$ cat config.mk
export PLATFORM = sky130hd
export DESIGN_NAME = i2c_fifo_status
export DESIGN_NICKNAME = d
export VERILOG_FILES = /design/src/i2c_fifo_status_pkg.sv /design/src/i2c_fifo_status.sv
export SDC_FILE = /design/constraint.sdc
export NUM_CORES = 1
export LEC_CHECK = 0
export BUFFER_PORTS_ARGS = -buffer_cell sky130_fd_sc_hd__buf_4
export CORE_AREA = 5 5 69 71
export CTS_BUF_LIST = sky130_fd_sc_hd__clkbuf_8
export DETAILED_ROUTE_END_ITERATION = 7
export DIE_AREA = 0 0 74 76
export HOLD_SLACK_MARGIN = 0.02
export PLACE_DENSITY = 0.73
export SYNTH_ARGS = -nofsm -noshare
export SYNTH_HDL_FRONTEND = slang
export SYNTH_SLANG_ARGS = --single-unit
$ cat constraint.sdc
create_clock -name i_clk -period 1.8 [get_ports i_clk]
set_clock_uncertainty 0.05 [all_clocks]
set_input_delay 0.18 -clock i_clk [delete_from_list [all_inputs] [get_ports i_clk]]
set_output_delay 0.18 -clock i_clk [all_outputs]
set_load 0.05 [all_outputs]
$ cat src/i2c_fifo_status_pkg.sv
// Constants and carrier types for the FIFO status and threshold block.
// Assumes the enclosing controller supplies FIFO levels and strobes on i_clk.
package i2c_fifo_status_pkg;

  // ==========================================================
  // Register map (byte addresses)
  localparam logic [31:0] RAW_STATUS_ADDR = 32'h50001334;
  localparam logic [31:0] RX_THRESH_ADDR = 32'h50001338;
  localparam logic [31:0] TX_THRESH_ADDR = 32'h5000133c;

  // ==========================================================
  // Field positions and reset values
  localparam int RAW_RX_UNDER_BIT = 0;
  localparam int RAW_RX_OVER_BIT = 1;
  localparam int RAW_RX_FULL_BIT = 2;
  localparam int RAW_TX_OVER_BIT = 3;
  localparam int RAW_TX_EMPTY_BIT = 4;
  localparam int THRESH_MSB = 4;
  localparam logic [4:0] THRESH_RESET = 5'h00;
  localparam logic [4:0] THRESH_MAX = 5'h1f;
  localparam logic [15:0] REG_ZERO = 16'h0000;

  // ==========================================================
  // Carrier types
  typedef struct packed {
    logic tx_empty;
    logic tx_over;
    logic rx_full;
    logic rx_over;
    logic rx_under;
  } raw_flags_s;

  typedef struct packed {
    logic [4:0] rx_thresh;
    logic [4:0] tx_thresh;
    raw_flags_s flags;
    logic [15:0] rdata;
  } status_state_s;

endpackage

$ cat src/i2c_fifo_status.sv
// FIFO status flags and threshold registers of the I2C controller.
// Assumes FIFO levels, strobes and idle/enable signals arrive from logic on i_clk.
//
// Behaviour
// - Transmit overflow bit 3 sets on a command write while transmit FIFO holds 32.
// - Overflow and underflow flags hold while disabled, clear when internal enable is 0.
// - Receive full bit 2 follows level at or above receive threshold.
// - Enable bit low flushes and holds the receive FIFO; receive full clears at once.
// - Receive overflow bit 1 sets when a byte arrives with receive FIFO holding 32.
// - An overflowing byte is still acknowledged but discarded, never stored.
// - Receive underflow bit 0 sets on a data read while receive FIFO is empty.
// - Receive threshold bits 4:0 read/write; larger writes store the maximum depth.
// - Receive threshold means stored value plus one entry.
// - Transmit threshold bits 4:0 read/write; larger writes store the maximum depth.
// - Transmit threshold is a direct entry count; 31 means 32 entries.
// - Transmit empty bit 4 set while enabled and level is at or below transmit threshold; while disabled it follows i_fsm_active.
// - Transmit empty clears as soon as level rises above the threshold.
`timescale 1ns/100ps

module i2c_fifo_status #(
  parameter int DEPTH = 32,
  parameter int LEVEL_W = 6
) (
  input wire logic i_clk,                       // System clock
  input wire logic i_sys_rst,                   // Async reset, active high
  input wire logic [31:0] i_reg_addr,           // Register byte address
  input wire logic i_reg_wr,                    // Register write strobe
  input wire logic i_reg_rd,                    // Register read strobe
  input wire logic [15:0] i_reg_wdata,          // Register write data
  output logic [15:0] o_reg_rdata,              // Register read data
  input wire logic i_enable,                    // Enable bit from control register
  input wire logic i_internal_enable,           // Internal enable, drops after idle
  input wire logic i_fsm_active,                // Master or slave machine not idle
  input wire logic [LEVEL_W-1:0] i_tx_level,    // Transmit FIFO fill level
  input wire logic [LEVEL_W-1:0] i_rx_level,    // Receive FIFO fill level
  input wire logic i_data_command_port_wr,      // Processor write to data/command port
  input wire logic i_data_command_port_rd,      // Processor read of data/command port
  input wire logic i_rx_byte,                   // Byte received from the bus
  output logic o_rx_store,                      // Push received byte into FIFO
  output logic o_rx_ack,                        // Acknowledge received byte
  output logic o_rx_flush,                      // Hold receive FIFO in reset
  output i2c_fifo_status_pkg::raw_flags_s o_raw_flags, // Raw status flags
  output logic [4:0] o_rx_thresh,               // Stored receive threshold
  output logic [4:0] o_tx_thresh                // Stored transmit threshold
);

  // ==========================================================
  // Parameter check
  // Flag and threshold coding is fixed to a 32-entry FIFO
  if (DEPTH != 32 || LEVEL_W < 6) begin : g_param_check
    $error("i2c_fifo_status: DEPTH must be 32 and LEVEL_W at least 6");
  end

  // ==========================================================
  // State
  i2c_fifo_status_pkg::status_state_s state_reg;
  i2c_fifo_status_pkg::status_state_s state_next;

  localparam logic [LEVEL_W-1:0] FULL_LEVEL = LEVEL_W'(DEPTH);
  localparam int STICKY_N = 3;

  // ==========================================================
  // Address decode
  logic sel_raw;
  logic sel_rx_thresh;
  logic sel_tx_thresh;
  logic rx_thresh_wr;
  logic tx_thresh_wr;

  // Unmapped reads fall to the zero default of the read mux
  assign sel_raw = (i_reg_addr == i2c_fifo_status_pkg::RAW_STATUS_ADDR);
  assign sel_rx_thresh = (i_reg_addr == i2c_fifo_status_pkg::RX_THRESH_ADDR);
  assign sel_tx_thresh = (i_reg_addr == i2c_fifo_status_pkg::TX_THRESH_ADDR);
  // Raw status is read only, so a write there has no target
  assign rx_thresh_wr = i_reg_wr && sel_rx_thresh;
  assign tx_thresh_wr = i_reg_wr && sel_tx_thresh;

  // ==========================================================
  // Write data clamp
  logic wdata_over;
  logic [4:0] wr_clamped;

  // Whole word compared: a set reserved bit also saturates
  assign wdata_over = (i_reg_wdata > 16'(i2c_fifo_status_pkg::THRESH_MAX));
  // Over-range writes saturate rather than wrap
  assign wr_clamped = wdata_over ? i2c_fifo_status_pkg::THRESH_MAX :
                      i_reg_wdata[i2c_fifo_status_pkg::THRESH_MSB:0];

  // ==========================================================
  // FIFO level conditions
  logic rx_is_full;
  logic rx_is_empty;
  logic tx_is_full;
  logic [LEVEL_W-1:0] rx_trig;
  logic [LEVEL_W-1:0] tx_trig;
  logic rx_at_trig;
  logic tx_at_trig;

  // Levels above the depth are treated as full
  assign rx_is_full = (i_rx_level >= FULL_LEVEL);
  assign rx_is_empty = (i_rx_level == '0);
  assign tx_is_full = (i_tx_level >= FULL_LEVEL);
  // Stored value plus one entry
  assign rx_trig = LEVEL_W'(state_reg.rx_thresh) + LEVEL_W'(1);
  // Top code stands for a full FIFO
  assign tx_trig = (state_reg.tx_thresh == i2c_fifo_status_pkg::THRESH_MAX) ?
                   FULL_LEVEL : LEVEL_W'(state_reg.tx_thresh);
  assign rx_at_trig = (i_rx_level >= rx_trig);
  assign tx_at_trig = (i_tx_level <= tx_trig);

  // ==========================================================
  // Level-following flags
  logic rx_full_cond;
  logic tx_empty_cond;

  // Flushed receive FIFO is never full, whatever the bus does
  assign rx_full_cond = i_enable && rx_at_trig;
  // Flushed transmit FIFO looks empty only while machines still run
  assign tx_empty_cond = i_enable ? tx_at_trig : i_fsm_active;

  // ==========================================================
  // Sticky error flags
  // Bit 0 receive underflow, bit 1 receive overflow, bit 2 transmit overflow
  // No clear-on-read here: only internal enable low or reset clears them
  logic [STICKY_N-1:0] sticky_event;
  logic [STICKY_N-1:0] sticky_old;
  logic [STICKY_N-1:0] sticky_new;

  assign sticky_event[0] = i_data_command_port_rd && rx_is_empty;
  assign sticky_event[1] = i_rx_byte && rx_is_full;
  assign sticky_event[2] = i_data_command_port_wr && tx_is_full;
  assign sticky_old = {state_reg.flags.tx_over, state_reg.flags.rx_over,
                       state_reg.flags.rx_under};

  // A set in the clearing cycle wins, so no event is lost
  for (genvar i = 0; i < STICKY_N; i++) begin : g_sticky
    logic keep;
    assign keep = sticky_old[i] && i_internal_enable;
    assign sticky_new[i] = sticky_event[i] || keep;
  end

  // ==========================================================
  // Read data
  logic [15:0] raw_word;
  logic [15:0] rx_thresh_word;
  logic [15:0] tx_thresh_word;
  logic [15:0] read_word;

  // Reserved upper bits are tied low
  assign raw_word = {11'h000, state_reg.flags};
  assign rx_thresh_word = {11'h000, state_reg.rx_thresh};
  assign tx_thresh_word = {11'h000, state_reg.tx_thresh};

  always_comb begin
    read_word = i2c_fifo_status_pkg::REG_ZERO;
    if (sel_raw) begin
      read_word = raw_word;
    end else if (sel_rx_thresh) begin
      read_word = rx_thresh_word;
    end else if (sel_tx_thresh) begin
      read_word = tx_thresh_word;
    end
  end

  // ==========================================================
  // Next state
  always_comb begin
    state_next = state_reg;

    // Threshold registers
    if (rx_thresh_wr) begin
      state_next.rx_thresh = wr_clamped;
    end
    if (tx_thresh_wr) begin
      state_next.tx_thresh = wr_clamped;
    end

    // Status flags
    state_next.flags.tx_over = sticky_new[2];
    state_next.flags.rx_over = sticky_new[1];
    state_next.flags.rx_under = sticky_new[0];
    state_next.flags.rx_full = rx_full_cond;
    state_next.flags.tx_empty = tx_empty_cond;

    // Read word is captured here and held until the next read
    if (i_reg_rd) begin
      state_next.rdata = read_word;
    end
  end

  // ==========================================================
  // State register
  always_ff @(posedge i_clk or posedge i_sys_rst) begin
    if (i_sys_rst) begin
      state_reg.rx_thresh <= i2c_fifo_status_pkg::THRESH_RESET;
      state_reg.tx_thresh <= i2c_fifo_status_pkg::THRESH_RESET;
      state_reg.flags.tx_empty <= 1'b0;
      state_reg.flags.tx_over <= 1'b0;
      state_reg.flags.rx_full <= 1'b0;
      state_reg.flags.rx_over <= 1'b0;
      state_reg.flags.rx_under <= 1'b0;
      state_reg.rdata <= i2c_fifo_status_pkg::REG_ZERO;
    end else begin
      state_reg <= state_next;
    end
  end

  // ==========================================================
  // Receive path and outputs
  logic rx_keep;

  // Nothing is pushed into a full or flushed FIFO
  assign rx_keep = i_rx_byte && !rx_is_full && i_enable;
  // Extra byte is acknowledged on the bus even when it cannot be kept
  assign o_rx_ack = i_rx_byte;
  assign o_rx_store = rx_keep;
  assign o_rx_flush = !i_enable;
  assign o_reg_rdata = state_reg.rdata;
  assign o_raw_flags = state_reg.flags;
  assign o_rx_thresh = state_reg.rx_thresh;
  assign o_tx_thresh = state_reg.tx_thresh;

endmodule

==> metrics.csv <==
metric,value,unit
Worst Setup SP,o_rx_thresh[0],
DRT Wirelength,4.30,mm
global-route wire length before repair,6.68,mm
CP Capture Type,flip-flop,
top cell type's share of synthesized area,33.6,%
DRT Pass-1 Iters,4,
dpl hpwl,3.75,mm
"Slowest-stage cell, CP",dfrtp_2,
most frequent cells after synthesis,"20 x dfrtp_1, 13 x ha_1, 12 x buf_4, 12 x inv_1",
RSZ-0062 raised after global routing,false,
ranking of synthesized cells by area,"dfrtp_1 34%, ha_1 11%, mux2_4 10%, buf_4 6.0%, inv_1 3.0%",
Worst R2R Setup Slack,0.10,ns
r2r startpoint,o_rx_thresh[0],
Post-Synthesis Cell Area,1490,um2
Max VDD drop,0.000191,V
Slew Limit Fails,0,
most frequent cell on the critical path,a21oi_1,
Residual DRC,0,
top-count cell post-synth,dfrtp_1,
DR iter-0 viols,86,
CP max stage delay,0.46,ns
gpl congestion,0.770,
fin crit period,1.70,ns
"delay-heaviest family, CP",adder cells,
Die ar.,5620,um2
Via density,4.79,
post-CTS setup buffers,0,
Initial Utilization,35.7,%
WP data required,1.89,ns
PwrDens,478,nW/um2
area delta synth->final,55.8,%
Unique masters post-synth,36,
# setup viols final,0,
Final Hold Fails,0,
initial antenna violation count,0,
# rows,24,
Syn. warnings,0,
worst reg2reg path depth,7,
# nets final,333,
Final period util,94.4,%
ANT nets after route,0,
GRT Util Overall,15.0,%
HP Class,in2reg,
cell accounting for the most synthesized area,dfrtp_1,
clock slew at reported path FFs,0.07,ns
Synth Area per Inst,10.0,um2
pre-CTS setup slack,-0.0280,ns
sequential share of the synthesized area,33.6,%
IO buf count,92,
drt wl/cell,14.3,um
H-tree levels,1,
top achievable clock speed,589,MHz
clock buffer depth,2,
ANT cells,0,
placed cell count,296,
CTS tree,built,
worst slew pin tran,0.720,ns
Final WS setup,0.102,ns
fin cells,301,
ys flop type,dfrtp_1,
status,"complete, no violations",
"Cell Chain, Critical Path","ha_4, inv_1, ha_1, a21oi_1, nor2b_1, o2111ai_1, a21oi_1",
CTS buffer count,3,
crit path max fanout,6,
Startpoint Class,flip-flop,
Critical Path Stages,7,
worst skew pair latency,0.26,ns
asr flop ratio synth,100,%
I/O pins,104,
CP arrival,1.79,ns
relative slew slack,51.9,%
Core ar.,4170,um2
"Power, Total",0.00111,W
setup TNS,0,ns
WS Path Type,reg2reg,
vias in the first global route,1533,
Post-synth EDFFs,0,
Root Buffer,clkbuf_8,
largest net degree at the start of global routing,21,
Synth Instances,149,
grt total ovfl,0,
share of cells above drive strength 1,54.6,%
clk sinks,20,
min-delay src,i_data_command_port_wr,
hold path depth,2,
Die X,74,um
Pleak,1.14,nW
"FF+latch count, synth",20,
Bufs and invs on worst path,1,
maxcap violations,0,
Vias,1441,
fin util,55.6,%
Die Y,76,um
-- flip-flops by register name, summed over array words and instances (netlist names) --
register	flops
o_raw_flags	5
o_reg_rdata	5
o_rx_thresh	5
o_tx_thresh	5
-- metrics by stage --
stage | hold slack (ns) | cell area, um2
4_1_cts | 0.0844 | 2320
5_1_grt | 0.106 | 2320
2_1_floorplan | 0.0933 | 1560
6_report | 0.0913 | 2320
3_5_place_dp | 0.293 | 2260
3_3_place_gp | 0.287 | 2260
-- cells in the final DEF (no fill, tap or decap), types with 3 or more instances in the layout --
cell and instances:
dfrtp_1 12, ha_1 12, nor4_1 3, buf_4 100, mux2_4 10, nor2_1 10
nand3_1 5, o32ai_1 5, conb_1 11, nand2_1 5, inv_1 12, a21oi_1 6
or2_2 6, a21o_1 3, a22o_1 3, clkbuf_8 4, nor4_2 3, dfrtp_2 8
o22ai_1 5
-- routing by layer --
metal  wire length (um)  global-route usage (%)
met4                 69                    4.71
met1               1610                    16.9
met3                383                    4.35
met2               2240                    26.5
met5                  0                       0
-- path summary, 6_finish.rpt --
path	end
setup reg to reg	o_raw_flags[2]
hold reg to reg	o_reg_rdata[4]
hold / removal	o_raw_flags[3]
min in group asynchronous	o_rx_thresh[1]
max in group asynchronous	o_tx_thresh[2]
setup / recovery	o_raw_flags[2]
-- final cells by class --
class,count,area (um2)
Timing Repair Buffer,101,761
Inverter,12,45.0
Sequential cell,20,510
Tap cell,52,65.1
Clock buffer,4,55.1
Fill cell,398,1850
Multi-Input combinational cell,112,885
-- logic make-up after synthesis --
| group | Yosys count | share of synthesized area (%) |
|---|---|---|
| and+or+nand+nor | 50 | 20.7 |
| buffers and inverters | 27 | 10.9 |
| AOI/OAI and AO/OA | 25 | 11.8 |
| DFF | 20 | 33.6 |
| adders and majority gates | 13 | 10.9 |
| muxes | 10 | 10.1 |
| xor gates and xnor gates | 3 | 1.76 |
| other | 1 | 0.252 |
-- repair_timing --
item	CTS	global route
gates resized for setup	0	0
hold endpoints to repair	20	0
hold buffers	1	0
-- power by group --
part | internal (W) | switching (W) | total (W)
Clock | 0.000195 | 0.000148 | 0.000342
Combinational | 0.000140 | 0.000164 | 0.000304
Sequential | 0.000457 | 0.00000558 | 0.000462
Total | 0.000791 | 0.000317 | 0.00111
Power figures use the tool's default switching activity.
